--- config.mk ---
export PLATFORM = sky130hd
export DESIGN_NAME = prs_sequencer
export DESIGN_NICKNAME = d
export VERILOG_FILES = /design/src/logic/prs_pkg.sv /design/src/logic/prs_sequencer.sv /design/src/logic/prs_i2c_byte.sv
export VERILOG_INCLUDE_DIRS = /design/src /design/src/logic
export SDC_FILE = /design/constraint.sdc
export NUM_CORES = 1
export LEC_CHECK = 0
export ABC_AREA = 0
export BUFFER_PORTS_ARGS = -buffer_cell sky130_fd_sc_hd__buf_4
export CAP_MARGIN = 25
export CORE_ASPECT_RATIO = 1.5
export CORE_MARGIN = 2
export CORE_UTILIZATION = 30
export CTS_CLUSTER_DIAMETER = 200
export DETAILED_ROUTE_END_ITERATION = 7
export PLACE_DENSITY = 0.48
export SLEW_MARGIN = 25
export SYNTH_ARGS = -nofsm -noshare
export SYNTH_HDL_FRONTEND = slang
export SYNTH_SLANG_ARGS = --single-unit
--- constraint.sdc ---
create_clock -name sys_clk -period 3.91 [get_ports sys_clk]
set_clock_uncertainty 0.1 [all_clocks]
set_input_delay 0.391 -clock sys_clk [delete_from_list [all_inputs] [get_ports sys_clk]]
set_output_delay 0.391 -clock sys_clk [all_outputs]
set_load 0.005 [all_outputs]
--- src/logic/prs_cfg.svh ---
// Purpose: Constants for the core rail mode sequencer.
// Assumes: 40 MHz sys_clk, I2C at 100 kHz.
// Notes:   Definitions only.
`ifndef PRS_CFG_SVH
`define PRS_CFG_SVH
`define PRS_NUM_MODES      3'h4
`define PRS_MODE_OFF       8'h00
`define PRS_MODE_ON        8'h01
`define PRS_MODE_LOWER     8'h02
`define PRS_MODE_UPPER     8'h03
`define PRS_HDR_CNT_HI     15
`define PRS_HDR_CNT_LO     8
`define PRS_HDR_ID_HI      7
`define PRS_HDR_ID_LO      0
`define PRS_REC_WORDS      4'h5
`define PRS_REC_TOTAL      5'h14
`define PRS_REC_BASE_OFF   5'h00
`define PRS_REC_BASE_ON    5'h05
`define PRS_REC_BASE_LOWER 5'h0A
`define PRS_REC_BASE_UPPER 5'h0F
`define PRS_SCL_HZ         100000
`define PRS_CLK_HZ         40000000
`define PRS_QTR_CYCLES     (`PRS_CLK_HZ / (`PRS_SCL_HZ * 4))
`define PRS_REG_ADDR       7'h46
`endif

--- src/logic/prs_pkg.sv ---
// Purpose: Types for the core rail mode sequencer.
// Assumes: Constants come from prs_cfg.svh.
// Notes:   States are one-hot.
package prs_pkg;
	typedef enum logic [7:0] {
		PRS_IDLE  = 8'h01,
		PRS_HDR   = 8'h02,
		PRS_LEN   = 8'h04,
		PRS_BYTE  = 8'h08,
		PRS_START = 8'h10,
		PRS_XFER  = 8'h20,
		PRS_STOP  = 8'h40,
		PRS_DONE  = 8'h80
	} prs_state_type;
	typedef enum logic [2:0] {
		PRS_OP_START = 3'h1,
		PRS_OP_WRITE = 3'h2,
		PRS_OP_STOP  = 3'h4
	} prs_op_type;
endpackage

--- src/logic/prs_sequencer.sv ---
// Purpose: Core supply rail mode sequencer issuing stored PMBus writes over I2C.
// Assumes: One regulator on the bus at a fixed address; no clock stretching.
// Notes:   Mode records are held in a constant table; see functional notes.
//
// Functional notes
// - Four rail modes: 0 off, 1 on, 2 lower voltage, 3 upper voltage.
// - Header holds command count in bits 15:8, mode id in 7:0; lower is 0x402.
// - Upper header encodes four commands, mode 3; that many are issued unless a byte is refused.
// - Lower and upper first command writes 0x00, 0x00 to select the page.
// - Second command writes 0x01, 0x00 to turn the output off.
// - Third command is three bytes: 0x21, low byte, high byte.
// - Output-setting command programs output to the 16-bit value of its data.
// - Lower mode target bytes are 0xB3 low, 0x00 high.
// - Upper mode target bytes are 0xBA low, 0x00 high.
// - Fourth command writes 0x01, 0x80 to turn the output back on.
// - On mode ends with a write of 0x01, 0x80.
// - Payload bytes continue into the next word from bit 7:0 upward.
`timescale 1ns/1ps
`include "prs_cfg.svh"
module prs_sequencer #(
	parameter logic [6:0] REG_ADDR = `PRS_REG_ADDR,
	parameter int         QTR      = `PRS_QTR_CYCLES
) (
	// Clock and reset.
	input  wire logic       sys_clk,
	input  wire logic       nrst,
	// Mode request.
	input  wire logic       mode_req,
	input  wire logic [1:0] mode_sel,
	output logic            busy,
	output logic            done,
	output logic            err,
	output logic [7:0]      cur_mode,
	// I2C pins; enable low pulls the line low.
	input  wire logic       scl_in,
	input  wire logic       sda_in,
	output logic            scl_oe_n,
	output logic            sda_oe_n
);
	import prs_pkg::*;
	// The engine divider is sixteen bits wide, so longer quarter periods cannot be counted.
	if (QTR < 1 || QTR > 65536) begin : g_qtr_check
		$error("QTR outside the range the divider can count");
	end
	if (`PRS_REC_WORDS * `PRS_NUM_MODES != `PRS_REC_TOTAL) begin : g_rec_check
		$error("record table size does not match the mode count");
	end

	// ****************************************
	// Reset synchroniser
	// ****************************************
	logic [1:0] rst_sync_ff;
	logic       rst_n;
	always_ff @(posedge sys_clk or negedge nrst) begin
		if (!nrst) begin
			rst_sync_ff <= 2'b00;
		end else begin
			rst_sync_ff <= {rst_sync_ff[0], 1'b1};
		end
	end
	// Every register reset by rst_n leaves reset on the same edge because the release passes two flops.
	assign rst_n = rst_sync_ff[1];

	// ****************************************
	// Pin synchronisers
	// ****************************************
	// SCL is read only to see a free bus, SDA also for the acknowledge; clock stretching is not honoured.
	logic [1:0] scl_sync_ff, sda_sync_ff;
	logic       bus_free;
	always_ff @(posedge sys_clk or negedge rst_n) begin
		if (!rst_n) begin
			scl_sync_ff <= 2'b11;
			sda_sync_ff <= 2'b11;
		end else begin
			scl_sync_ff <= {scl_sync_ff[0], scl_in};
			sda_sync_ff <= {sda_sync_ff[0], sda_in};
		end
	end
	assign bus_free = scl_sync_ff[1] & sda_sync_ff[1];

	// ****************************************
	// Mode record table
	// ****************************************
	logic [31:0] rec_mem [0:19];
	// Each record is a header word, then length-prefixed commands packed from bit 7:0 up.
	// The off record is padded to five words so every record starts on a fixed index.
	assign rec_mem[0]  = 32'h0000_0300;
	assign rec_mem[1]  = 32'h0200_0002;
	assign rec_mem[2]  = 32'h0102_1A02;
	assign rec_mem[3]  = 32'h0000_0000;
	assign rec_mem[4]  = 32'h0000_0000;

	// On record: the last command switches the output back on.
	assign rec_mem[5]  = 32'h0000_0301;
	assign rec_mem[6]  = 32'h0200_0002;
	assign rec_mem[7]  = 32'h0102_1A02;
	assign rec_mem[8]  = 32'h0000_0080;
	assign rec_mem[9]  = 32'h0000_0000;

	// Lower record.
	assign rec_mem[10] = 32'h0000_0402;
	assign rec_mem[11] = 32'h0200_0002;
	assign rec_mem[12] = 32'h2103_0001;
	assign rec_mem[13] = 32'h0102_00B3;
	assign rec_mem[14] = 32'h0000_0080;

	// Upper record.
	assign rec_mem[15] = 32'h0000_0403;
	assign rec_mem[16] = 32'h0200_0002;
	assign rec_mem[17] = 32'h2103_0001;
	assign rec_mem[18] = 32'h0102_00BA;
	assign rec_mem[19] = 32'h0000_0080;

	// ****************************************
	// Sequencer state
	// ****************************************
	prs_state_type st_ff, nxt_st;
	logic [4:0]  widx_ff, nxt_widx;
	logic [1:0]  bidx_ff, nxt_bidx;
	logic [7:0]  ncmd_ff, nxt_ncmd;
	logic [7:0]  nbyte_ff, nxt_nbyte;
	logic [7:0]  mode_ff, nxt_mode;
	logic [7:0]  tgt_ff, nxt_tgt;
	logic [7:0]  txb_ff, nxt_txb;
	logic        busy_ff, nxt_busy;
	logic        done_ff, nxt_done;
	logic        err_ff, nxt_err;
	logic        go_ff, nxt_go;
	prs_op_type  kind_ff, nxt_kind;
	logic        op_done, op_nack;
	logic [31:0] cur_word;
	logic [7:0]  cur_byte;
	assign cur_word = rec_mem[widx_ff];
	assign cur_byte = cur_word[{bidx_ff, 3'b000} +: 8];

	// ****************************************
	// Next-state logic
	// ****************************************
	always_comb begin
		nxt_st    = st_ff;
		nxt_widx  = widx_ff;
		nxt_bidx  = bidx_ff;
		nxt_ncmd  = ncmd_ff;
		nxt_nbyte = nbyte_ff;
		nxt_mode  = mode_ff;
		nxt_tgt   = tgt_ff;
		nxt_txb   = txb_ff;
		nxt_busy  = busy_ff;
		nxt_done  = 1'b0;
		nxt_err   = err_ff;
		nxt_go    = 1'b0;
		nxt_kind  = kind_ff;
		case (st_ff)
			PRS_IDLE: begin
				if (mode_req) begin
					nxt_tgt  = {6'h00, mode_sel};
					nxt_widx = 5'(mode_sel) * `PRS_REC_WORDS;
					nxt_bidx = 2'h0;
					nxt_busy = 1'b1;
					nxt_err  = 1'b0;
					nxt_st   = PRS_HDR;
				end
			end

			PRS_HDR: begin
				// A record with no commands finishes at once and still reports done.
				nxt_ncmd = cur_word[`PRS_HDR_CNT_HI:`PRS_HDR_CNT_LO];
				nxt_widx = widx_ff + 5'h01;
				nxt_bidx = 2'h0;
				nxt_st   = (cur_word[`PRS_HDR_CNT_HI:`PRS_HDR_CNT_LO] == 8'h00) ? PRS_DONE : PRS_LEN;
			end

			PRS_LEN: begin
				// A command starts only on a free bus; a line held low stalls the sequence here.
				if (bus_free) begin
					nxt_nbyte = cur_byte;
					{nxt_widx, nxt_bidx} = {widx_ff, bidx_ff} + 7'h01;
					nxt_kind = PRS_OP_START;
					nxt_go   = 1'b1;
					nxt_st   = PRS_START;
				end
			end

			PRS_START: begin
				if (op_done) begin
					nxt_txb  = {REG_ADDR, 1'b0};
					nxt_kind = PRS_OP_WRITE;
					nxt_go   = 1'b1;
					nxt_st   = PRS_XFER;
				end
			end

			PRS_BYTE: begin
				// Lanes run on across word boundaries; the byte count never restarts per word.
				nxt_txb   = cur_byte;
				{nxt_widx, nxt_bidx} = {widx_ff, bidx_ff} + 7'h01;
				nxt_nbyte = nbyte_ff - 8'h01;
				nxt_kind  = PRS_OP_WRITE;
				nxt_go    = 1'b1;
				nxt_st    = PRS_XFER;
			end

			PRS_XFER: begin
				// A refused byte ends the whole mode, but the stop is still sent to free the bus.
				if (op_done) begin
					nxt_go   = 1'b1;
					nxt_kind = PRS_OP_STOP;
					nxt_st   = PRS_STOP;
					if (op_nack) begin
						nxt_err = 1'b1;
					end else if (nbyte_ff != 8'h00) begin
						nxt_go = 1'b0;
						nxt_st = PRS_BYTE;
					end
				end
			end

			PRS_STOP: begin
				if (op_done) begin
					nxt_ncmd = ncmd_ff - 8'h01;
					if (err_ff || ncmd_ff == 8'h01) begin
						nxt_st = PRS_DONE;
					end else begin
						nxt_st = PRS_LEN;
					end
				end
			end

			PRS_DONE: begin
				// A failed mode keeps the old mode id, so the status shows what the rail still runs.
				nxt_busy = 1'b0;
				nxt_done = 1'b1;
				if (!err_ff) nxt_mode = tgt_ff;
				nxt_st = PRS_IDLE;
			end

			default: nxt_st = PRS_IDLE;
		endcase
	end

	// ****************************************
	// State registers
	// ****************************************
	always_ff @(posedge sys_clk or negedge rst_n) begin
		if (!rst_n) begin
			st_ff    <= PRS_IDLE;
			widx_ff  <= 5'h00;
			bidx_ff  <= 2'h0;
			ncmd_ff  <= 8'h00;
			nbyte_ff <= 8'h00;
			mode_ff  <= `PRS_MODE_OFF;
			tgt_ff   <= `PRS_MODE_OFF;
			txb_ff   <= 8'h00;
			busy_ff  <= 1'b0;
			done_ff  <= 1'b0;
			err_ff   <= 1'b0;
			go_ff    <= 1'b0;
			kind_ff  <= PRS_OP_START;
		end else begin
			st_ff    <= nxt_st;
			widx_ff  <= nxt_widx;
			bidx_ff  <= nxt_bidx;
			ncmd_ff  <= nxt_ncmd;
			nbyte_ff <= nxt_nbyte;
			mode_ff  <= nxt_mode;
			tgt_ff   <= nxt_tgt;
			txb_ff   <= nxt_txb;
			busy_ff  <= nxt_busy;
			done_ff  <= nxt_done;
			err_ff   <= nxt_err;
			go_ff    <= nxt_go;
			kind_ff  <= nxt_kind;
		end
	end

	// ****************************************
	// I2C engine
	// ****************************************
	prs_i2c_byte #(
		.QTR(QTR)
	) u_byte (
		.sys_clk  (sys_clk),
		.rst_n    (rst_n),
		.op_go    (go_ff),
		.op_kind  (kind_ff),
		.op_data  (txb_ff),
		.op_done  (op_done),
		.op_nack  (op_nack),
		.sda_in   (sda_sync_ff[1]),
		.scl_oe_n (scl_oe_n),
		.sda_oe_n (sda_oe_n)
	);

	// ****************************************
	// Outputs
	// ****************************************
	assign busy     = busy_ff;
	assign done     = done_ff;
	assign err      = err_ff;
	assign cur_mode = mode_ff;
endmodule

--- src/logic/prs_i2c_byte.sv ---
// Purpose: I2C bit engine: start, byte write with acknowledge check, stop.
// Assumes: Single controller on the bus, no clock stretching.
// Notes:   Open-drain pins; output enable low means pulling low.
`timescale 1ns/1ps
`include "prs_cfg.svh"
module prs_i2c_byte #(
	parameter int QTR = `PRS_QTR_CYCLES
) (
	// Clock and reset.
	input  wire logic              sys_clk,
	input  wire logic              rst_n,
	// Operation request.
	input  wire logic              op_go,
	input  wire prs_pkg::prs_op_type op_kind,
	input  wire logic [7:0]        op_data,
	output logic                   op_done,
	output logic                   op_nack,
	// Bus pins, already synchronised.
	input  wire logic              sda_in,
	output logic                   scl_oe_n,
	output logic                   sda_oe_n
);
	import prs_pkg::*;
	if (QTR < 1 || QTR > 65536) begin : g_qtr_check
		$error("QTR outside the range the divider can count");
	end
	logic [15:0] div_ff, nxt_div;
	logic [1:0]  ph_ff, nxt_ph;
	logic [3:0]  bit_ff, nxt_bit;
	logic [8:0]  sh_ff, nxt_sh;
	logic        busy_ff, nxt_busy;
	prs_op_type  kind_ff, nxt_kind;
	logic        scl_ff, nxt_scl;
	logic        sda_ff, nxt_sda;
	logic        done_ff, nxt_done;
	logic        nack_ff, nxt_nack;
	logic        tick;
	assign tick = (div_ff == 16'(QTR - 1));
	always_comb begin
		nxt_div  = busy_ff ? (tick ? 16'h0000 : div_ff + 16'h0001) : 16'h0000;
		nxt_ph   = ph_ff;
		nxt_bit  = bit_ff;
		nxt_sh   = sh_ff;
		nxt_busy = busy_ff;
		nxt_kind = kind_ff;
		nxt_scl  = scl_ff;
		nxt_sda  = sda_ff;
		nxt_done = 1'b0;
		nxt_nack = nack_ff;
		if (!busy_ff && op_go) begin
			nxt_busy = 1'b1;
			nxt_kind = op_kind;
			nxt_ph   = 2'h0;
			nxt_bit  = 4'h0;
			nxt_sh   = {op_data, 1'b1};
			nxt_nack = 1'b0;
		end else if (busy_ff && tick) begin
			nxt_ph = ph_ff + 2'h1;
			case (kind_ff)
				PRS_OP_START: begin
					case (ph_ff)
						2'h0: begin nxt_sda = 1'b1; nxt_scl = 1'b1; end
						2'h1: nxt_sda = 1'b0;
						2'h2: nxt_scl = 1'b0;
						default: begin nxt_busy = 1'b0; nxt_done = 1'b1; end
					endcase
				end
				PRS_OP_STOP: begin
					case (ph_ff)
						2'h0: nxt_sda = 1'b0;
						2'h1: nxt_scl = 1'b1;
						2'h2: nxt_sda = 1'b1;
						default: begin nxt_busy = 1'b0; nxt_done = 1'b1; end
					endcase
				end
				default: begin
					case (ph_ff)
						2'h0: nxt_sda = sh_ff[8];
						2'h1: nxt_scl = 1'b1;
						2'h2: begin
							// Ninth bit is released high so the regulator can drive it.
							if (bit_ff == 4'h8) nxt_nack = sda_in;
						end
						default: begin
							nxt_scl = 1'b0;
							nxt_sh  = {sh_ff[7:0], 1'b1};
							nxt_bit = bit_ff + 4'h1;
							if (bit_ff == 4'h8) begin
								nxt_busy = 1'b0;
								nxt_done = 1'b1;
							end
						end
					endcase
				end
			endcase
		end
	end
	always_ff @(posedge sys_clk or negedge rst_n) begin
		if (!rst_n) begin
			div_ff  <= 16'h0000;
			ph_ff   <= 2'h0;
			bit_ff  <= 4'h0;
			sh_ff   <= 9'h1FF;
			busy_ff <= 1'b0;
			kind_ff <= PRS_OP_START;
			scl_ff  <= 1'b1;
			sda_ff  <= 1'b1;
			done_ff <= 1'b0;
			nack_ff <= 1'b0;
		end else begin
			div_ff  <= nxt_div;
			ph_ff   <= nxt_ph;
			bit_ff  <= nxt_bit;
			sh_ff   <= nxt_sh;
			busy_ff <= nxt_busy;
			kind_ff <= nxt_kind;
			scl_ff  <= nxt_scl;
			sda_ff  <= nxt_sda;
			done_ff <= nxt_done;
			nack_ff <= nxt_nack;
		end
	end
	assign op_done  = done_ff;
	assign op_nack  = nack_ff;
	assign scl_oe_n = scl_ff;
	assign sda_oe_n = sda_ff;
endmodule

Word-level counts from Yosys, hierarchy flattened
Memory sizes are Yosys's and may differ from the RTL's.
Cells that the tools add are included.
Word-level totals
  memories: 1
  input port bits: 7
  ROM bits: 1024
  flip-flop bits (word level): 95
  logic and storage cells: 184
Memory list
  (no name shown): depth 32, width 32, read ports 1, clocked after Yosys merged registers in 0, write ports 0, line prs_sequencer.sv:133  | assign cur_word = rec_mem[widx_ff];
Operators by class
  shift operators: 1
  $lt $le $gt $ge: 1
  equality and inequality tests: 28
  reduce and logical (&&, ||, !) cells: 37
  bitwise logic cells: 4
  multipliers: 1
  add/subtract/negate cells: 7
  multiplexer cells: 78
Operators by type and width (count)
  $mux 8: 10
  $mux 32: 2
  $pmux 8 s7: 1
  $pmux 8 s2: 3
  $mux 9: 4
  $mux 16: 2
  $shiftx 32x6->8: 1
  $mux 1: 29
  $pmux 5 s4: 1
  $add 16x1->16 const B: 1
  $eq 16x7->1 const B: 1
  $eq 8x1->1 const B: 2
  $mux 4: 4
  $pmux 1 s2: 8
  $reduce_bool 2->1: 8
  $sub 8x1->8 const B: 2
  $reduce_and 5->1: 3
  $mux 7: 2
  $ne 2x1->1 const B: 7
  $ne 3x1->1 const B: 4
  $pmux 3 s4: 1
  $reduce_and 2->1: 6
  $reduce_and 4->1: 3
  $mux 5: 2
  37 further kinds: 50

Longest topological paths before layout
Gate-level depths: netlist of run 1.
  depth after elaboration: 7
  mapped depth: 8
  depth with buffers taken out: 7

By module
A second synthesis of run 1 with hierarchy kept.
Second synthesis, totals
  cell total of the unflattened synthesis: 600
  area, all modules: 5457.7 µm²
By module, submodules not included
  prs_sequencer: cells each 372, area each 3315.7 µm², sequential area each 1383.8 µm², times used 1
  prs_i2c_byte: cells each 228, area each 2142.1 µm², sequential area each 964.7 µm², times used 1

Worst setup path before layout of run 1
Ideal clock, no wire load.
  kind: register -> register
  from: register widx_ff[0]
  to: register nbyte_ff[1]
  path buffers: 1
  arrival: 2093 ps
  data required time: 3666 ps
  library setup time: 144 ps
  clock period less this slack: 2337 ps
  setup slack: 1573 ps
  cell stages (with the launch flop): 9
  cells stage by stage: dfrtp_1 > clkbuf_1 > inv_1 > ha_1 > mux2_2 > a221oi_1 > o22ai_1 > a311oi_1 > o221ai_1
On the way
  longest elaborated chain between the ends: 7
RTL lines
  from (decl): line prs_sequencer.sv:118  | logic [4:0] widx_ff, nxt_widx;
  from (signal assigned): line prs_sequencer.sv:261  | widx_ff <= nxt_widx;
  $not 5->6 (not written as such): line prs_sequencer.sv:133
  $mem_v2 32x32
  $mux 32 (not written as such) (2 in series): line prs_sequencer.sv:133
  $shiftx 32x6->8: line prs_sequencer.sv:134  | assign cur_byte = cur_word[{bidx_ff, 3'b000} +: 8];
  $mux 8: line prs_sequencer.sv:175  | if (bus_free) begin
  $pmux 8 s2: line prs_sequencer.sv:153  | case (st_ff)
  to (signal assigned): line prs_sequencer.sv:264  | nbyte_ff <= nxt_nbyte;
  to (decl): line prs_sequencer.sv:121  | logic [7:0] nbyte_ff, nxt_nbyte;
No other way between the ends. The select of a mux whose other input is x is not followed.
A chain may end at the register's enable or synchronous reset.

Worst setup path after layout of run 1
Same ends and word-level chain as after synthesis.

==> summary.md, run 1 <==
| Metric | Value |
|---|---|
| Outcome | finished clean |
| Number of different library cells in the post-synthesis netlist | 76 |
| Ys flop type | sky130_fd_sc_hd__dfrtp_1 |
| Final setup vio count | 0 |
| Vias per Instance | 5.176 |
| Clock insertion delay at the later pin of the skew report | 0.34 ns |
| Sequential fraction of the synthesis area | 44.90% |
| Multi-input combinational cell area | 0.002688 mm^2 |
| Number of instances on the worst hold path | 1 |
| Count of cells resized by post-cts repair | 0 |
| Number of sinks driven by the clock tree | 93 |
| Data required time of the worst path | 4.01 ns |
| Nature of the critical path endpoint | register |
| Post-route clock period utilization | 65.69% |
| Clock transition time at the flip-flop clock pins of the worst setup and hold paths | 0.06 ns |
| Ratio of cells with drive above 1 in the final layout | 12.61% |
| Lkg Pwr | 2.364 nW |
| RSZ-0062 raised after global routing | no |
| Post-route antenna net violation count | 0 |
| Sum of routed wire length over all layers | roughly 13 mm |
| Area of the mapped netlist | 0.005230 mm^2 |
| Count of standard-cell rows | 59 |
| Number of filler instances in the final layout | about 1800 |
| Initial detailed-routing violation count | 298 |
| Core box area | 0.01720 mm^2 |
| Layout overhead on the synthesized area | 11.12% |
| Number of cells on the worst reg-to-reg path | 7 |
| Average footprint of a synthesized cell | 9.175 um^2 |
| Cell type with the highest aggregate area in the netlist | sky130_fd_sc_hd__dfrtp_1 |
| Post-detailed-route DRC marker count | 0 |
| Final core utilization | between 30% and 40% |
| Routability congestion estimate from global placement | 0.8412 |
| Cell breakdown of the critical path | inv_1, ha_1, mux2_2, a221oi_1, o22ai_1, a311oi_1, o221ai_1 |
| Max-cap check violation count | 0 |
| P per Cell Area | 325.6 mW/mm^2 |
| Floorplan die width | about 110 um |
| Detailed-router iteration count before antenna repair | 5 |
| Setup total negative slack | 0 ns |
| Worst voltage drop across the vdd grid | ~0.00015 V |
| Most frequent cells in the layout | sky130_fd_sc_hd__dfrtp_1 (75), sky130_fd_sc_hd__nand2_1 (74), sky130_fd_sc_hd__nor2_1 (71) |
| Data arrival time at the worst-slack endpoint | 2.67 ns |
| Total routing resource utilization after global routing | 14.07% |
| Via count of the first global-routing pass | around 4200 |
| Via count | about 4100 |
| Share of synthesized registers carrying an async set or reset | 100.0% |
| Slew @ Worst Pin | about 0.66 ns |
| Number of antenna violations at the first check in global routing | 0 |
| Post-Synthesis Cells | 570 |
| Area fraction of the dominant cell type after synthesis | 36.36% |
| DIE HEIGHT | 165.7 um |
| Floorplan die area | 0.01853 mm^2 |
| Slowest stage cell, crit path | sky130_fd_sc_hd__dfrtp_1 |
| Startpoint type of the worst setup path | register |
| Count of flip-flops with a built-in enable after synthesis | 0 |
| Max-slew violation count | 0 |
| Antenna diodes | 0 |
| Number of hold buffers added after CTS | 1 |
| Period minus WS final | 2.568 ns |
| Cell chosen for the clock root | sky130_fd_sc_hd__clkbuf_16 |
| Clock tree from TritonCTS | built |
| Critical Path Max Stage Delay | about 0.56 ns |
| Starting utilization of the core area | between 30% and 40% |
| Worst slew slack as a fraction of its limit | between 50% and 60% |
| Biggest fanout along the worst timing path | 11 |
| Number of top-level pins | 20 |
| Area taken by flip-flops and latches | approximately 0.0024 mm^2 |
| Yosys reg bits | 93 |
| Overflow after GRT | 0 |
| Per-cell routed wire length | 16.12 um |
| Crit Path Category | register to register |
| Cell types with the largest area share after synthesis | sky130_fd_sc_hd__dfrtp_1 (36%), sky130_fd_sc_hd__dfstp_2 (8.5%), sky130_fd_sc_hd__nand2_1 (5.3%) |
| Estimated wirelength of the detail-placed design | 9.556 mm |
| Number of buffers inserted during clock tree synthesis | 9 |
| Number of synthesis warnings | 0 |
| # H-tree levels | 3 |
| Highest attainable clock frequency | a little under 400 MHz |
| Port buffer count | 13 |
| Max Buffers Root-to-Sink | 2 |
| Classification of the worst-slack hold path | primary input to register |
| Nets | 599 |
| First-pass GRT wire length | around 21 mm |
| # Post-CTS Setup Buffers | 0 |
| Commonest non-fill, non-tap cell in the layout | sky130_fd_sc_hd__dfrtp_1 |
| Final number of hold-violating endpoints | 0 |
| Pin count of the biggest net entering global routing | 36 |
==> Yosys cell counts, types with 3 or more instances <==
library cell and n:
sky130_fd_sc_hd__buf_4 6, sky130_fd_sc_hd__a22oi_1 3, sky130_fd_sc_hd__xor2_1 9, sky130_fd_sc_hd__o21ai_1 4, sky130_fd_sc_hd__nor4b_1 5, sky130_fd_sc_hd__a31oi_1 10, sky130_fd_sc_hd__buf_2 8, sky130_fd_sc_hd__nor4_1 9
sky130_fd_sc_hd__nand3b_1 4, sky130_fd_sc_hd__nand3_1 17, sky130_fd_sc_hd__and2_1 4, sky130_fd_sc_hd__o21ai_0 29, sky130_fd_sc_hd__nand2b_1 5, sky130_fd_sc_hd__nor2_1 71, sky130_fd_sc_hd__xnor2_1 15, sky130_fd_sc_hd__o22ai_1 7
sky130_fd_sc_hd__a22o_1 5, sky130_fd_sc_hd__mux2i_1 8, sky130_fd_sc_hd__a21oi_1 25, sky130_fd_sc_hd__and3_1 9, sky130_fd_sc_hd__nand2_1 74, sky130_fd_sc_hd__o211ai_1 4, sky130_fd_sc_hd__nor3_1 20, sky130_fd_sc_hd__dfrtp_1 76
sky130_fd_sc_hd__mux2_2 4, sky130_fd_sc_hd__o22a_1 4, sky130_fd_sc_hd__a211oi_1 5, sky130_fd_sc_hd__nor2b_1 5, sky130_fd_sc_hd__dfstp_2 17, sky130_fd_sc_hd__clkbuf_1 13, sky130_fd_sc_hd__inv_1 19, sky130_fd_sc_hd__ha_1 18
sky130_fd_sc_hd__a221oi_1 5
==> power by group <==
| group | total, W | internal [W] | switching (W) |
|---|---|---|---|
| Sequential | 0.000977 | 0.000968 | 0.00000938 |
| Combinational | 0.0000231 | 0.00000636 | 0.0000168 |
| Clock | 0.000892 | 0.000531 | 0.000360 |
| Total | 0.00189 | 0.00151 | 0.000386 |
==> layout make-up <==
cell class | instances | area share [%]
Tap cell | 213 | 4.586
Multi-Input combinational cell | 434 | 46.24
Clock inverter | 3 | 0.7535
Sequential cell | 93 | 40.47
Inverter | 19 | 1.227
Clock buffer | 13 | 4.478
Timing Repair Buffer | 17 | 2.239
==> layer usage <==
metal / global-route usage, % / wire (um)
met5: 0 / 0
met2: 25.77 / 6862
met3: 2.378 / 322
met4: 6.280 / 392
met1: 15.79 / 5192
==> sequential cells by signal, indices dropped and copies added, names as in the netlist, 3 cells and up <==
register / flops
u_byte.bit_ff: 4
txb_ff: 7
kind_ff: 3
widx_ff: 5
u_byte.kind_ff: 3
st_ff: 8
u_byte.sh_ff: 8
u_byte.div_ff: 16
ncmd_ff: 8
nbyte_ff: 8
==> path summary, 6_finish.rpt <==
check                                               to  slack [ns]                startpoint
min in group asynchronous       kind_ff[2]$_DFFE_PN0P_        0.20  rst_sync_ff[1]$_DFF_PN0_
max reg2reg                    nbyte_ff[1]$_DFFE_PN0P_        1.34    widx_ff[0]$_DFFE_PN0P_
min                           sda_sync_ff[0]$_DFF_PN1_        0.06                    sda_in
max                            nbyte_ff[1]$_DFFE_PN0P_        1.34    widx_ff[0]$_DFFE_PN0P_
min reg2reg                     kind_ff[2]$_DFFE_PN0P_        0.20  rst_sync_ff[1]$_DFF_PN0_
max in group asynchronous  u_byte.sh_ff[7]$_DFFE_PN1P_        2.65  rst_sync_ff[1]$_DFF_PN0_
==> cell families (layout without fill, tap and decap cells) <==
family	Yosys count	count (layout)	share of synthesized area [%]
adder cells (fa/ha/maj)	18	18	4.306
other	2	7	0.1436
AND/OR/NAND/NOR	247	247	23.95
multiplexers	12	12	2.392
XOR/XNOR	24	24	4.019
buffers and inverters	48	52	4.234
AO/OA/AOI/OAI	126	126	16.05
flip-flops	93	93	44.90
==> stage by stage <==
step                total power [W]  worst slack, ns  cells  hold WS [ns]  area [um^2]
floorplan                  0.001006            1.057    575     -0.004591         5249
global placement           0.001018            1.500    775       0.07308         5495
detailed placement         0.001019            1.406    775       0.07460         5498
CTS                        0.001932            1.390    792       0.05093         5812
global route               0.001966            1.222    792       0.04908         5812
finish                     0.001892            1.342    792       0.06479         5812
==> critical path: cells and delay by family (launching register included) <==
family	cells	cell delay [ns]
muxes	1	0.32
buffers and inverters	1	0.18
adders and majority gates	1	0.30
AOI/OAI and AO/OA	4	0.97
DFF	1	0.56
(Power assumes the default switching activity.)
==> run 2: changes to the inputs <==
Clock period 3.91 ns to 2.46 ns, I/O delays scaled along.
==> summary.md, run 2 (synthesis results as in run 1) <==
| Metric | Value |
|---|---|
| Vias per Instance | roughly 5.2 |
| Clock tree from TritonCTS | built |
| Clock transition time at the flip-flop clock pins of the worst setup and hold paths | 0.06 ns |
| Number of sinks driven by the clock tree | 93 |
| Number of antenna violations at the first check in global routing | 0 |
| Number of cells after detailed placement | 786 |
| Estimated wirelength of the detail-placed design | 9.796 mm |
| Number of top-level pins | 20 |
| Slew @ Worst Pin | a little under 0.6 ns |
| Lkg Pwr | between 2 and 2.5 nW |
| Data required time of the worst path | 2.57 ns |
| Detailed-router iteration count before antenna repair | 4 |
| Layout overhead on the synthesized area | 13.25% |
| Biggest fanout along the worst timing path | 8 |
| P per Cell Area | 518.1 mW/mm^2 |
| Post-route antenna net violation count | 0 |
| Cell chosen for the clock root | sky130_fd_sc_hd__clkbuf_16 |
| Final core utilization | 34.44% |
| Crit Path Category | register to register |
| Placed standard-cell area | 0.005578 mm^2 |
| Starting utilization of the core area | 30.41% |
| Data arrival time at the worst-slack endpoint | 2.36 ns |
| Final setup vio count | 0 |
| Post-route cell area | 0.005923 mm^2 |
| Max-cap check violation count | 0 |
| Routability congestion estimate from global placement | between 0.8 and 0.9 |
| Antenna diodes | 0 |
| Sum of routed wire length over all layers | approximately 13 mm |
| Via count of the first global-routing pass | around 4300 |
| First-pass GRT wire length | 21.34 mm |
| Nets | between 600 and 700 |
| Max-slew violation count | 0 |
| Commonest non-fill, non-tap cell in the layout | sky130_fd_sc_hd__dfrtp_1 |
| Per-cell routed wire length | 16.18 um |
| Outcome | finished clean |
| Number of buffers inserted during clock tree synthesis | 9 |
| Largest register by flop count | u_byte.div_ff |
| DIE HEIGHT | roughly 170 um |
| Ratio of cells with drive above 1 in the final layout | approximately 14% |
| Startpoint type of the worst setup path | register |
| Max FFs per register | 16 |
| Core box area | 0.01720 mm^2 |
| Total routing resource utilization after global routing | 14.36% |
| Final number of hold-violating endpoints | 0 |
| Initial detailed-routing violation count | 170 |
| Worst slew slack as a fraction of its limit | 59.72% |
| Worst voltage drop across the vdd grid | approximately 0.00029 V |
| Clock insertion delay at the later pin of the skew report | 0.35 ns |
| Most frequent cells in the layout | sky130_fd_sc_hd__dfrtp_1 (75), sky130_fd_sc_hd__nand2_1 (74), sky130_fd_sc_hd__nor2_1 (71) |
| Overflow after GRT | 0 |
| Floorplan die width | 111.8 um |
| Setup total negative slack | 0 ns |
| Post-route clock period utilization | around nine tenths |
| # Post-CTS Setup Buffers | 0 |
| Nature of the critical path endpoint | register |
| Power after layout | between 0.003 and 0.004 W |
| Highest attainable clock frequency | 445.1 MHz |
| Count of non-filler cells in the finished layout | 805 |
| # H-tree levels | 3 |
| Via count | 4213 |
| Count of standard-cell rows | 59 |
| Period minus WS final | 2.247 ns |
| Max Buffers Root-to-Sink | 2 |
| Port buffer count | 13 |
| Pin count of the biggest net entering global routing | 42 |
| Floorplan die area | 0.01853 mm^2 |
| Post-detailed-route DRC marker count | 0 |
| RSZ-0062 raised after global routing | no |
| Classification of the worst-slack hold path | primary input to register |
[run 2: cell type report]
| class | count | area (um^2) |
|---|---|---|
| clock buffer | 12 | 236.5 |
| multi-input combinational | 434 | 2691 |
| clock inverter | 4 | 72.57 |
| inverter | 19 | 71.32 |
| timing repair buffer | 30 | 232.7 |
| sequential | 93 | 2352 |
| fill | 1753 | 11280 |
| tap | 213 | 266.5 |
[run 2: repair_timing]
| action | 4_1_cts | 5_1_grt |
|---|---|---|
| gates resized for setup | 0 | 1 |
| hold endpoints to repair | 4 | 0 |
| endpoints found under the setup margin | 0 | 1 |
| hold buffers | 3 | 0 |
[run 2: final timing paths]
| path | startpoint | to | slack [ns] | depth (start not counted) |
|---|---|---|---|---|
| max in group asynchronous | rst_sync_ff[1]$_DFF_PN0_ | u_byte.sh_ff[3]$_DFFE_PN1P_ | 1.22 | 1 |
| min in group asynchronous | nrst | rst_sync_ff[1]$_DFF_PN0_ | 0.11 | 2 |
| worst max-delay path | widx_ff[1]$_DFFE_PN0P_ | nbyte_ff[1]$_DFFE_PN0P_ | 0.21 | 6 |
| worst max register to register | widx_ff[1]$_DFFE_PN0P_ | nbyte_ff[1]$_DFFE_PN0P_ | 0.21 | 6 |
| worst min-delay path | mode_sel[0] | tgt_ff[0]$_DFFE_PN0P_ | 0.05 | 3 |
| worst min register to register | rst_sync_ff[1]$_DFF_PN0_ | u_byte.busy_ff$_DFFE_PN0P_ | 0.23 | 0 |
[run 2: layer usage]
metal | share of wire, % | up-vias | global-route usage [%] | wire length (um)
li1 | - | 2056 | - | -
met1 | 41 | 2048 | 15.90 | 5292
met2 | 52 | 72 | 25.43 | 6792
met3 | 2.5 | 37 | 2.378 | 331
met4 | 4.7 | 0 | 8.696 | 608
met5 | 0 | - | 0 | 0
[run 2: through the flow]
stage	worst slack (ns)	hold WS, ns
finish	0.2133	0.04845
CTS	0.1326	0.04073
global placement	0.2570	-0.07185
detailed placement	0.1466	-0.06930
global route	0.07393	0.04980
floorplan	0.1230	-0.1496
[run 2: critical path: stages (launching register included)]
cell	delay, ns
sky130_fd_sc_hd__dfrtp_1	0.45
sky130_fd_sc_hd__ha_1	0.29
sky130_fd_sc_hd__mux2_2	0.33
sky130_fd_sc_hd__a221oi_1	0.38
sky130_fd_sc_hd__o22ai_1	0.15
sky130_fd_sc_hd__a311oi_2	0.26
sky130_fd_sc_hd__o221ai_1	0.16
[run 2: power by group]
group / internal, W / switching (W)
logic: 0.0000132 / 0.0000254
registers: 0.00154 / 0.0000168
clock network: 0.000890 / 0.000585
